## src/nss_pkg.sv

```systemverilog
package nss_pkg;

  // ==========================================================================
  // Switch bank bit positions (switch n sits at bit n-1)
  // ==========================================================================
  localparam int unsigned SW_PROTO_BIT = 0;
  localparam int unsigned SW_FAHR_BIT = 1;
  localparam int unsigned SW_CH1_PULSE_BIT = 2;
  localparam int unsigned SW_CH2_PULSE_BIT = 3;
  localparam int unsigned SW_BOOT_BLOCK_BIT = 4;
  localparam int unsigned SW_CLOUD_OFF_BIT = 5;
  localparam int unsigned SW_RESERVED_BIT = 6;
  localparam int unsigned SW_NODE_INT_BIT = 7;

  // ==========================================================================
  // Node numbers
  // ==========================================================================
  localparam logic [6:0] NODE_ZERO_MAP = 7'h64;
  localparam logic [6:0] NODE_MAX = 7'h64;

  // ==========================================================================
  // Factory network defaults
  // ==========================================================================
  localparam logic [31:0] NET_ADDR_RST = 32'hC0A8_0164;
  localparam logic [31:0] NET_MASK_RST = 32'hFFFF_FF00;
  localparam logic [31:0] NET_GW_RST = 32'hC0A8_0101;
  localparam logic [31:0] NET_DNS1_RST = 32'h0000_0000;
  localparam logic [31:0] NET_DNS2_RST = 32'h0000_0001;

  // ==========================================================================
  // AXI4-Lite register map (byte addresses)
  // ==========================================================================
  localparam logic [7:0] REG_CFG = 8'h00;
  localparam logic [7:0] REG_NODE = 8'h04;
  localparam logic [7:0] REG_STATE = 8'h08;
  localparam logic [7:0] REG_NET_ADDR = 8'h0C;
  localparam logic [7:0] REG_NET_MASK = 8'h10;
  localparam logic [7:0] REG_NET_GW = 8'h14;
  localparam logic [7:0] REG_NET_DNS1 = 8'h18;
  localparam logic [7:0] REG_NET_DNS2 = 8'h1C;
  localparam logic [7:0] REG_SOFT_NODE = 8'h20;
  localparam logic [7:0] REG_SWAP_IN = 8'h24;
  localparam logic [7:0] REG_SWAP_OUT = 8'h28;
  localparam logic [1:0] RESP_OKAY = 2'h0;
  localparam logic [1:0] RESP_SLVERR = 2'h2;

  // STATE register: [0] comm_ok, [1] boot_mode
  localparam logic [6:0] SOFT_NODE_RST = 7'h01;

  // ==========================================================================
  // Timing (200 MHz clock)
  // ==========================================================================
  localparam int unsigned CLK_HZ = 200_000_000;
  localparam int unsigned FLASH_HALF_MS = 100;
  localparam int unsigned FLASH_HALF_CYC = CLK_HZ / 1000 * FLASH_HALF_MS;
  localparam int unsigned ACT_HOLD_MS = 1000;
  localparam int unsigned ACT_HOLD_CYC = CLK_HZ / 1000 * ACT_HOLD_MS;
  localparam int unsigned FADE_STEP_US = 50;
  localparam int unsigned FADE_STEP_CYC = CLK_HZ / 1_000_000 * FADE_STEP_US;
  localparam int unsigned DEBOUNCE_US = 100;
  localparam int unsigned DEBOUNCE_CYC = CLK_HZ / 1_000_000 * DEBOUNCE_US;

  typedef enum logic [1:0] {
    HB_DARK,
    HB_STEADY,
    HB_FLASH,
    HB_FADE
  } nss_hb_mode_t;

endpackage : nss_pkg

```

## src/nss_node_setup.sv

```systemverilog
`timescale 1ns/1ps
// Behaviour
// - Only reports data, never drives external systems
// - Power lamp steady; heartbeat shows state
// - Heartbeat dark on internal communication failure
// - Heartbeat steady, normal, no host traffic
// - Heartbeat flashes on detected host traffic
// - Heartbeat fades in bootloader state
// - Selector 0 maps 100, 1-7 direct
// - Else software node value; serial last two digits (00 is 100) when it is unset
// - Switch changes apply only after restart
// - Switch 1 protocol, switch 2 temperature unit
// - Modbus TCP always enabled
// - Switches 3,4: current loop or pulse
// - Switch 5 off permits bootloading
// - Switch 6 cloud reporting; 7 reserved
// - Switch 8 picks node address source
// - Same data layout for both protocols
// - PROFINET little-endian, EtherNet/IP big-endian
// - Factory network defaults as listed
// - Onboard electronics temperature channel provided
module nss_node_setup #(
  parameter int unsigned FLASH_HALF = nss_pkg::FLASH_HALF_CYC,
  parameter int unsigned ACT_HOLD = nss_pkg::ACT_HOLD_CYC,
  parameter int unsigned FADE_STEP = nss_pkg::FADE_STEP_CYC,
  parameter int unsigned DEBOUNCE = nss_pkg::DEBOUNCE_CYC
) (
  input wire logic aclk,
  input wire logic aresetn,
  input wire logic [7:0] setting_switch_bank,
  input wire logic [2:0] node_number_selector,
  input wire logic [3:0] serial_tens,
  input wire logic [3:0] serial_ones,
  input wire logic comm_ok,
  input wire logic host_traffic,
  input wire logic boot_mode,
  input wire logic [31:0] s_axi_awaddr,
  input wire logic s_axi_awvalid,
  output logic s_axi_awready,
  input wire logic [31:0] s_axi_wdata,
  input wire logic [3:0] s_axi_wstrb,
  input wire logic s_axi_wvalid,
  output logic s_axi_wready,
  output logic [1:0] s_axi_bresp,
  output logic s_axi_bvalid,
  input wire logic s_axi_bready,
  input wire logic [31:0] s_axi_araddr,
  input wire logic s_axi_arvalid,
  output logic s_axi_arready,
  output logic [31:0] s_axi_rdata,
  output logic [1:0] s_axi_rresp,
  output logic s_axi_rvalid,
  input wire logic s_axi_rready,
  output logic power_indicator,
  output logic heartbeat_indicator,
  output logic proto_enip,
  output logic modbus_tcp_enable,
  output logic temp_fahrenheit,
  output logic ch1_pulse_mode,
  output logic ch2_pulse_mode,
  output logic boot_permit,
  output logic cloud_report_enable,
  output logic node_from_internal,
  output logic [6:0] node_number,
  output logic big_endian,
  output logic internal_temp_enable,
  output logic cfg_valid
);
  import nss_pkg::*;

  // ==========================================================================
  // State
  // ==========================================================================
  typedef struct packed {
    logic [7:0] sw_s1;
    logic [7:0] sw_s2;
    logic [2:0] sel_s1;
    logic [2:0] sel_s2;
    logic [3:0] ten_s1;
    logic [3:0] ten_s2;
    logic [3:0] one_s1;
    logic [3:0] one_s2;
    logic comm_s1;
    logic comm_s2;
    logic act_s1;
    logic act_s2;
    logic act_prev;
    logic boot_s1;
    logic boot_s2;
    logic [18:0] stable_t;
    logic [17:0] db_cnt;
    logic loaded;
    logic [7:0] sw_hold;
    logic [6:0] node_hold;
    logic [6:0] soft_node;
    logic [31:0] net_addr;
    logic [31:0] net_mask;
    logic [31:0] net_gw;
    logic [31:0] net_dns1;
    logic [31:0] net_dns2;
    logic [31:0] swap_in;
    logic [27:0] act_cnt;
    logic [24:0] flash_cnt;
    logic flash_ph;
    logic [13:0] fade_div;
    logic [7:0] fade_lvl;
    logic fade_up;
    logic [7:0] pwm_cnt;
    logic hb;
    logic aw_got;
    logic [7:0] aw_addr;
    logic w_got;
    logic [31:0] w_data;
    logic [3:0] w_strb;
    logic bvalid;
    logic [1:0] bresp;
    logic rvalid;
    logic [31:0] rdata;
    logic [1:0] rresp;
  } nss_state_t;

  nss_state_t state_q;
  nss_state_t state_d;
  nss_hb_mode_t hb_mode;
  logic [31:0] swapped;
  function automatic logic [6:0] sel_to_node(input logic [2:0] pos);
    sel_to_node = (pos == 3'h0) ? NODE_ZERO_MAP : {4'h0, pos};
  endfunction : sel_to_node

  function automatic logic [6:0] serial_to_node(input logic [3:0] tens,
                                                input logic [3:0] ones);
    logic [6:0] v;
    v = 7'(tens) * 7'h0A + 7'(ones);
    serial_to_node = (v == 7'h00) ? NODE_MAX : v;
  endfunction : serial_to_node

  function automatic logic [31:0] merge(input logic [31:0] old,
                                        input logic [31:0] data,
                                        input logic [3:0] strb);
    logic [31:0] r;
    r = old;
    for (int i = 0; i < 4; i++) begin
      if (strb[i]) begin
        r[i*8 +: 8] = data[i*8 +: 8];
      end
    end
    merge = r;
  endfunction : merge

  // ==========================================================================
  // Heartbeat mode selection
  // ==========================================================================
  always_comb begin
    if (!state_q.comm_s2) begin
      hb_mode = HB_DARK;
    end else if (state_q.boot_s2) begin
      hb_mode = HB_FADE;
    end else if (state_q.act_cnt != 28'h000_0000) begin
      hb_mode = HB_FLASH;
    end else begin
      hb_mode = HB_STEADY;
    end
  end

  // Same layout either protocol; only byte order inside the word differs
  always_comb begin
    if (state_q.sw_hold[SW_PROTO_BIT]) begin
      swapped = {state_q.swap_in[7:0], state_q.swap_in[15:8],
                 state_q.swap_in[23:16], state_q.swap_in[31:24]};
    end else begin
      swapped = state_q.swap_in;
    end
  end

  // ==========================================================================
  // Next state
  // ==========================================================================
  always_comb begin
    logic stable;
    logic [7:0] rd_addr;
    logic aw_hs;
    logic w_hs;
    logic ar_hs;
    stable = 1'b0;
    rd_addr = 8'h00;
    aw_hs = 1'b0;
    w_hs = 1'b0;
    ar_hs = 1'b0;
    state_d = state_q;

    // Two-flop synchronisers on every outside level
    state_d.sw_s1 = setting_switch_bank;
    state_d.sw_s2 = state_q.sw_s1;
    state_d.sel_s1 = node_number_selector;
    state_d.sel_s2 = state_q.sel_s1;
    state_d.ten_s1 = serial_tens;
    state_d.ten_s2 = state_q.ten_s1;
    state_d.one_s1 = serial_ones;
    state_d.one_s2 = state_q.one_s1;
    state_d.comm_s1 = comm_ok;
    state_d.comm_s2 = state_q.comm_s1;
    state_d.act_s1 = host_traffic;
    state_d.act_s2 = state_q.act_s1;
    state_d.act_prev = state_q.act_s2;
    state_d.boot_s1 = boot_mode;
    state_d.boot_s2 = state_q.boot_s1;

    // Debounce: inputs must hold still for DEBOUNCE cycles before capture
    state_d.stable_t = {state_q.sw_s2, state_q.sel_s2, state_q.ten_s2,
                        state_q.one_s2[3:0]};
    stable = (state_d.stable_t == state_q.stable_t);
    if (!state_q.loaded) begin
      if (!stable) begin
        state_d.db_cnt = 18'h0_0000;
      end else if (state_q.db_cnt >= 18'(DEBOUNCE - 1)) begin
        // One capture per reset; later switch moves are ignored
        state_d.loaded = 1'b1;
        state_d.sw_hold = state_q.sw_s2;
        if (state_q.sw_s2[SW_NODE_INT_BIT]) begin
          state_d.node_hold = serial_to_node(state_q.ten_s2, state_q.one_s2);
        end else begin
          state_d.node_hold = sel_to_node(state_q.sel_s2);
        end
      end else begin
        state_d.db_cnt = state_q.db_cnt + 18'h0_0001;
      end
    end

    // Host traffic retriggers the flash window
    if (state_q.act_s2 && !state_q.act_prev) begin
      state_d.act_cnt = 28'(ACT_HOLD);
    end else if (state_q.act_cnt != 28'h000_0000) begin
      state_d.act_cnt = state_q.act_cnt - 28'h000_0001;
    end

    if (state_q.flash_cnt >= 25'(FLASH_HALF - 1)) begin
      state_d.flash_cnt = 25'h000_0000;
      state_d.flash_ph = ~state_q.flash_ph;
    end else begin
      state_d.flash_cnt = state_q.flash_cnt + 25'h000_0001;
    end

    // Fade: triangle duty ramp driving a PWM
    state_d.pwm_cnt = state_q.pwm_cnt + 8'h01;
    if (state_q.fade_div >= 14'(FADE_STEP - 1)) begin
      state_d.fade_div = 14'h0000;
      if (state_q.fade_up) begin
        state_d.fade_lvl = state_q.fade_lvl + 8'h01;
        state_d.fade_up = (state_q.fade_lvl != 8'hFE);
      end else begin
        state_d.fade_lvl = state_q.fade_lvl - 8'h01;
        state_d.fade_up = (state_q.fade_lvl == 8'h01);
      end
    end else begin
      state_d.fade_div = state_q.fade_div + 14'h0001;
    end

    case (hb_mode)
      HB_DARK: state_d.hb = 1'b0;
      HB_STEADY: state_d.hb = 1'b1;
      HB_FLASH: state_d.hb = state_q.flash_ph;
      HB_FADE: state_d.hb = (state_q.pwm_cnt < state_q.fade_lvl);
      default: state_d.hb = 1'b0;
    endcase

    // AXI4-Lite write: address and data taken in either order
    aw_hs = s_axi_awvalid && !state_q.aw_got && !state_q.bvalid;
    w_hs = s_axi_wvalid && !state_q.w_got && !state_q.bvalid;
    if (aw_hs) begin
      state_d.aw_got = 1'b1;
      state_d.aw_addr = s_axi_awaddr[7:0];
    end
    if (w_hs) begin
      state_d.w_got = 1'b1;
      state_d.w_data = s_axi_wdata;
      state_d.w_strb = s_axi_wstrb;
    end
    if (state_q.aw_got && state_q.w_got) begin
      state_d.aw_got = 1'b0;
      state_d.w_got = 1'b0;
      state_d.bvalid = 1'b1;
      state_d.bresp = RESP_OKAY;
      case (state_q.aw_addr)
        REG_NET_ADDR: state_d.net_addr = merge(state_q.net_addr, state_q.w_data,
                                               state_q.w_strb);
        REG_NET_MASK: state_d.net_mask = merge(state_q.net_mask, state_q.w_data,
                                               state_q.w_strb);
        REG_NET_GW: state_d.net_gw = merge(state_q.net_gw, state_q.w_data,
                                           state_q.w_strb);
        REG_NET_DNS1: state_d.net_dns1 = merge(state_q.net_dns1, state_q.w_data,
                                               state_q.w_strb);
        REG_NET_DNS2: state_d.net_dns2 = merge(state_q.net_dns2, state_q.w_data,
                                               state_q.w_strb);
        REG_SOFT_NODE: begin
          if (state_q.w_strb[0]) begin
            state_d.soft_node = state_q.w_data[6:0];
          end
        end
        REG_SWAP_IN: state_d.swap_in = merge(state_q.swap_in, state_q.w_data,
                                             state_q.w_strb);
        REG_CFG, REG_NODE, REG_STATE, REG_SWAP_OUT: state_d.bresp = RESP_OKAY;
        default: state_d.bresp = RESP_SLVERR;
      endcase
    end
    if (state_q.bvalid && s_axi_bready) begin
      state_d.bvalid = 1'b0;
    end

    // AXI4-Lite read: one-cycle decode into the read data flop
    ar_hs = s_axi_arvalid && !state_q.rvalid;
    rd_addr = s_axi_araddr[7:0];
    if (ar_hs) begin
      state_d.rvalid = 1'b1;
      state_d.rresp = RESP_OKAY;
      case (rd_addr)
        REG_CFG: state_d.rdata = {23'h00_0000, state_q.loaded, state_q.sw_hold};
        REG_NODE: state_d.rdata = {25'h000_0000, node_number};
        REG_STATE: state_d.rdata = {30'h0000_0000, state_q.boot_s2, state_q.comm_s2};
        REG_NET_ADDR: state_d.rdata = state_q.net_addr;
        REG_NET_MASK: state_d.rdata = state_q.net_mask;
        REG_NET_GW: state_d.rdata = state_q.net_gw;
        REG_NET_DNS1: state_d.rdata = state_q.net_dns1;
        REG_NET_DNS2: state_d.rdata = state_q.net_dns2;
        REG_SOFT_NODE: state_d.rdata = {25'h000_0000, state_q.soft_node};
        REG_SWAP_IN: state_d.rdata = state_q.swap_in;
        REG_SWAP_OUT: state_d.rdata = swapped;
        default: begin
          state_d.rdata = 32'h0000_0000;
          state_d.rresp = RESP_SLVERR;
        end
      endcase
    end else if (state_q.rvalid && s_axi_rready) begin
      state_d.rvalid = 1'b0;
    end
  end

  // ==========================================================================
  // Registers
  // ==========================================================================
  always_ff @(posedge aclk) begin
    if (!aresetn) begin
      state_q <= '0;
      state_q.fade_up <= 1'b1;
      state_q.soft_node <= SOFT_NODE_RST;
      state_q.net_addr <= NET_ADDR_RST;
      state_q.net_mask <= NET_MASK_RST;
      state_q.net_gw <= NET_GW_RST;
      state_q.net_dns1 <= NET_DNS1_RST;
      state_q.net_dns2 <= NET_DNS2_RST;
    end else begin
      state_q <= state_d;
    end
  end

  // ==========================================================================
  // Outputs
  // ==========================================================================
  assign s_axi_awready = !state_q.aw_got && !state_q.bvalid;
  assign s_axi_wready = !state_q.w_got && !state_q.bvalid;
  assign s_axi_bvalid = state_q.bvalid;
  assign s_axi_bresp = state_q.bresp;
  assign s_axi_arready = !state_q.rvalid;
  assign s_axi_rvalid = state_q.rvalid;
  assign s_axi_rdata = state_q.rdata;
  assign s_axi_rresp = state_q.rresp;

  // Power lamp tracks reset release; no output commands outside plant
  assign power_indicator = aresetn;
  assign heartbeat_indicator = state_q.hb;
  assign modbus_tcp_enable = 1'b1;
  assign internal_temp_enable = 1'b1;
  assign cfg_valid = state_q.loaded;
  assign proto_enip = state_q.sw_hold[SW_PROTO_BIT];
  assign temp_fahrenheit = state_q.sw_hold[SW_FAHR_BIT];
  assign ch1_pulse_mode = state_q.sw_hold[SW_CH1_PULSE_BIT];
  assign ch2_pulse_mode = state_q.sw_hold[SW_CH2_PULSE_BIT];
  // Held at zero before capture, so bootloading is permitted: factory off
  assign boot_permit = !state_q.sw_hold[SW_BOOT_BLOCK_BIT];
  assign cloud_report_enable = !state_q.sw_hold[SW_CLOUD_OFF_BIT];
  assign node_from_internal = state_q.sw_hold[SW_NODE_INT_BIT];
  // Internal source prefers the software value; serial default when unset
  assign node_number = (state_q.sw_hold[SW_NODE_INT_BIT] &&
                        state_q.soft_node != 7'h00 &&
                        state_q.soft_node <= NODE_MAX) ?
                       state_q.soft_node : state_q.node_hold;
  assign big_endian = state_q.sw_hold[SW_PROTO_BIT];

endmodule : nss_node_setup

```

## config.mk

```make
export PLATFORM = sky130hd
export DESIGN_NAME = nss_node_setup
export DESIGN_NICKNAME = d
export VERILOG_FILES = /design/src/nss_pkg.sv /design/src/nss_node_setup.sv
export SDC_FILE = /design/constraint.sdc
export NUM_CORES = 1
export LEC_CHECK = 0
export BUFFER_PORTS_ARGS = -buffer_cell sky130_fd_sc_hd__buf_2
export CORE_ASPECT_RATIO = 1.4
export CORE_MARGIN = 2
export CORE_UTILIZATION = 55
export DETAILED_ROUTE_END_ITERATION = 10
export PLACE_DENSITY = 0.84
export SETUP_SLACK_MARGIN = 0.05
export SYNTH_ARGS = -nofsm -noshare
export SYNTH_HDL_FRONTEND = slang
export SYNTH_SLANG_ARGS = --single-unit
```

## constraint.sdc

```tcl
create_clock -name aclk -period 3.4 [get_ports aclk]
set_input_delay 0.17 -clock aclk [delete_from_list [all_inputs] [get_ports aclk]]
set_output_delay 0.17 -clock aclk [all_outputs]
set_load 0.02 [all_outputs]
```

After elaboration in Yosys (flattened, before gate mapping):

Index checks and enable logic that the tools add are counted.

* $add $sub $neg: 8
* $mul: 1
* order comparisons: 5
* equality and inequality tests: 27
* multiplexer cells: 22
* bitwise logic cells: 3
* reductions and logical operators: 63

Operators with widths (count)
* case mux 32 bit (11 select lines): 1
* AND reduction 3 bit: 26
* == test 8 x 5 -> 1 bit (second input constant): 8
* two-way mux 28 bit: 2
* == test 8 x 6 -> 1 bit (second input constant): 6
* two-way mux 16 bit: 3
* two-way mux 18 bit: 2
* == test 8 x 4 -> 1 bit (second input constant): 4
* two-way mux 32 bit: 1
* two-way mux 7 bit: 4
* nonzero test 28 bit: 1
* subtractor 28 x 1 -> 28 bit (second input constant): 1
* adder 25 x 1 -> 25 bit (second input constant): 1
* >= comparator 25 bit (second input constant): 1
* OR reduction 11 bit: 2
* == test 19 bit: 1
* adder 18 x 1 -> 18 bit (second input constant): 1
* >= comparator 18 x 15 -> 1 bit (second input constant): 1
* adder 8 x 1 -> 8 bit (second input constant): 2
* == test 8 x 3 -> 1 bit (second input constant): 2
* logical NOT 8 bit: 2
* adder 14 x 1 -> 14 bit (second input constant): 1
* >= comparator 14 bit (second input constant): 1
* logical AND 1 bit: 13
* other kinds (23): 42

* bits in registers: 467
* input bits: 129

Depth between registers and ports, before layout:

* word-level depth: 8
* gate-level depth with buffers: 10
* mapped depth without buffers: 10

Least setup slack after synthesis:

Ideal clock, no wire load.

* kind: reg-to-reg
* from: reg state_q, in the netlist state_d[408]
* to: reg state_q[375] in the netlist's numbering
* data arrival time: 2.520 ns
* data required time: 3.326 ns
* slack: 0.806 ns
* stages on the path, launching flop included: 11
* cell sequence: dfxtp_1 ha_1 ha_1 inv_1 fa_1 and3b_1 o21ai_0 a2111oi_0 a211oi_1 or3_1 a31oi_1

* longest elaborated chain between the ends: 5
* elaborated cells on any way between the ends: 7
* those cells by class: add/sub (1); mul (1); eq/ne (1); mux (2); reduce/logical (2)

RTL lines
* start, declared: line nss_node_setup.sv:122 `nss_state_t state_q;`
* start signal, assigned: line nss_node_setup.sv:351 `state_q <= state_d;`
* multiplier 4 x 3 -> 6 bit: line nss_node_setup.sv:133 `v = 7'(tens) * 7'h0A + 7'(ones);`
* adder 7 x 4 -> 7 bit: line nss_node_setup.sv:133
* logical NOT 7 bit: line nss_node_setup.sv:134 `serial_to_node = (v == 7'h00) ? NODE_MAX : v;`
* two-way mux 7 bit: line nss_node_setup.sv:134
* two-way mux 7 bit: line nss_node_setup.sv:219 `if (state_q.sw_s2[SW_NODE_INT_BIT]) begin`

Several ways; a longest one is shown, not always the timed one.
A chain may end at the register's enable or synchronous reset.

Final worst setup path:

Same ends and word-level chain as after synthesis.

==> reports/metrics.cfg <==
[outcome]
status=finished, final reports clean

[timing]
period_needed_ns=3.02
hold-worst-slack_ns=0.142
relSlewSlack=0.317
setup_ws_ns=0.375
post-route-period-util=0.890
final_max_slew_viol_count=0
finalSetupViolCount=0
fin_skew_ns=0.0145
rsz0062_at_grt=no
max_slew.worst_pin.slew_ns=1.02
hold_violations=0
tns_ns=0
timing.fmax_ghz=0.331

[clock_network]
cts_buffers=44
clockRootBuffer=clkbuf_16
cts_htree_levels=2
clock_latency_ns=0.56
cts_tree=built
cts_buffer_depth=3
clk_pin_slew_ns=0.06
ctsHoldBuffers=69
cts_resized=0
cts_setup_buffers=0
cts_sinks=465

[global_routing]
antenna_found_initial=2
grt_max_degree=114
grt_pass1_wl_um=91600
overflow=0
grt_usage=0.293
grt_pass1_vias=18000

[route]
drc_errors=0
wire_per_inst_um=19.7
vias=18200
drt_iter0_drc=1716
drt_first_pass_iters=8
ant_nets=0
viasPerCell=6.13
postRouteWirelength_um=58500

[setup_path]
regToRegSetupSlack_ns=0.38
cpPeakStageDelay_ns=0.53
r2r-start=state_d[408]
critPathTopFamily=adder cells
crit_chain=ha_1 > ha_1 > inv_1 > fa_1 > and3b_1 > o21ai_0 > a2111oi_0 > a211oi_1 > or3_1 > a31oi_1
cpMostUsedCell=ha_1
r2r_cells=10
criticalPathCategory=flip-flop to flip-flop
critPathLaunch=state_d[408]
startpoint_type=flip-flop
slowest_stage=a2111oi_0
cp.depth=10
crit_buf_inv=1
cp_data_required_time_ns=3.88
endpoint=state_q[375]
endpoint_kind=flip-flop
arrival_ns=3.51
r2r-end=state_q[375]
cp_max_fo=6

[logic_synthesis]
yosysMostFrequentCell=dfxtp_1
yosysTopAreaCell=dfxtp_1
synthAdderAreaFrac=0.0161
syn_area_per_cell_um2=8.64
synth_edf_count=0
syn_area_um2=20300
synth_xor_area_frac=0.0400
synth_cell_types=80
ys.flop_type=dfxtp_1
synth.top_cell.area_share=0.458
synth_compound_area_frac=0.137
async_flop_share=0
yosys-top-cells-count=465 x dfxtp_1, 336 x nand2_1, 219 x nor2_1
synth-seq-area-share=0.458
yosys_warnings=0
synth_area_leaders=dfxtp_1 46%, nand2_1 6.2%, mux2i_1 5.4%
ys_ff_latch=465
synth_cells=2356
synth_mux_area_frac=0.0692
yosys.area_share.simple=0.230
synth_top_family_by_area=simple AND/OR/NAND/NOR gates

[finish]
fin_cells=2973
fin_util=0.637
layout.nets=2628
final_area_um2=23300
drive_above_1_share=0.121
fill_cells=2914
area_growth_pct=14.4

[place]
routabilityCongestion=0.955
pre_cts_ws_ns=0.559
dpl_cell_area_um2=21200
dp_hpwl_um=38900
portBuffers=137
dp_cells=2826

[floorplan]
start_util=0.557
die_w_um=167
fp.dieH_um=232
fp.coreArea_um2=36600
ios=190
num_rows=83
die_area_um2=38600

[pwr]
power-per-cell-area_nw_per_um2=519
leakage_nw=8.98
finalPower_mw=12.1
ir_drop_uv=650

[job]
drv_cap=0

[hold_path]
hp-class=input port to flip-flop

how the worst min path moves through the flow:
stage | to | cells past startpoint | from
after floorplan | state_d[422] | 1 | boot_mode
after global placement | state_d[429] | 2 | serial_ones[0]
after detailed placement | state_d[432] | 2 | serial_ones[3]
after CTS | state_q[75] | 4 | s_axi_awvalid
after global routing | state_q[80] | 4 | s_axi_awvalid
final | state_q[80] | 4 | s_axi_awvalid
power breakdown:
| group | internal (mW) | switching [mW] | leakage, nW | total [mW] |
|---|---|---|---|---|
| sequential | 5.65 | 0.244 | 3.77 | 5.89 |
| clock | 2.72 | 2.07 | 0.691 | 4.79 |
| combinational | 0.583 | 0.823 | 4.51 | 1.41 |
| total | 8.95 | 3.14 | 8.98 | 12.1 |
worst min-delay path, cell delays in order:
cell and delay, ns:
buf_2 0.08, nand2_1 0.20, nand2_1 0.14, a21oi_1 0.06
cell usage in the layout, fill, tap and decap left out, types with 6 or more instances in the layout:
cell	n
nor2b_1	9
and3_1	18
dlygate4sd3_1	69
nand2_1	336
buf_4	47
nor3_1	21
o211ai_1	6
xnor2_1	43
clkbuf_1	9
a221oi_1	13
clkbuf_8	10
a22oi_1	45
a31oi_1	11
mux2i_1	110
dfxtp_1	465
or3_1	13
xor2_1	50
o22ai_1	10
a222oi_1	6
nor2_1	218
inv_1	35
nor4_1	15
o21a_1	7
o221ai_1	10
or4_1	8
clkbuf_16	45
mux2_2	12
o21ai_0	35
nand4_1	19
a211oi_1	10
nand3_1	193
o31ai_1	12
buf_2	136
nand2b_1	17
a21oi_1	194
clkinv_2	9
a22o_1	27
ha_1	23
mux4_2	7
and2_1	75
metal layers:
layer | wire length, µm | track usage | up-vias
met5 | 0 | 0 | -
met4 | 4280 | 0.203 | 0
met2 | 29200 | 0.524 | 849
met1 | 21300 | 0.319 | 8676
met3 | 3680 | 0.0423 | 274
li1 | - | - | 8418
cells by family (layout without fill, tap and decap cells):
family | after synthesis | in the layout
DFF | 465 | 465
AOI/OAI and AO/OA | 430 | 430
buffers and inverters | 220 | 366
and+or+nand+nor | 991 | 991
adders and majority gates | 25 | 25
other | 2 | 6
xor gates and xnor gates | 93 | 93
muxes | 130 | 130
area by class of cell:
type	instances	area (µm²)	share of cell area
clock buffer	64	1300	0.0557
sequential	465	9310	0.400
antenna	2	5.00	0.000215
clock inverter	12	91.3	0.00392
multi-input combinational	1673	10100	0.433
timing repair buffer	254	1760	0.0758
tap	467	584	0.0251
inverter	36	143	0.00613
flip-flops by register name (all words and copies together), names as in the netlist:
| signal | flops |
|---|---|
| node_from_internal | 1 |
| big_endian | 1 |
| s_axi_rvalid | 1 |
| cfg_valid | 1 |
| state_d | 42 |
| state_q | 380 |
| s_axi_bvalid | 1 |
| heartbeat_indicator | 1 |
| s_axi_rresp | 1 |
| ch1_pulse_mode | 1 |
| s_axi_rdata | 32 |
| s_axi_bresp | 1 |
| temp_fahrenheit | 1 |
| ch2_pulse_mode | 1 |
No activity file was read; power rests on OpenSTA's default activity.
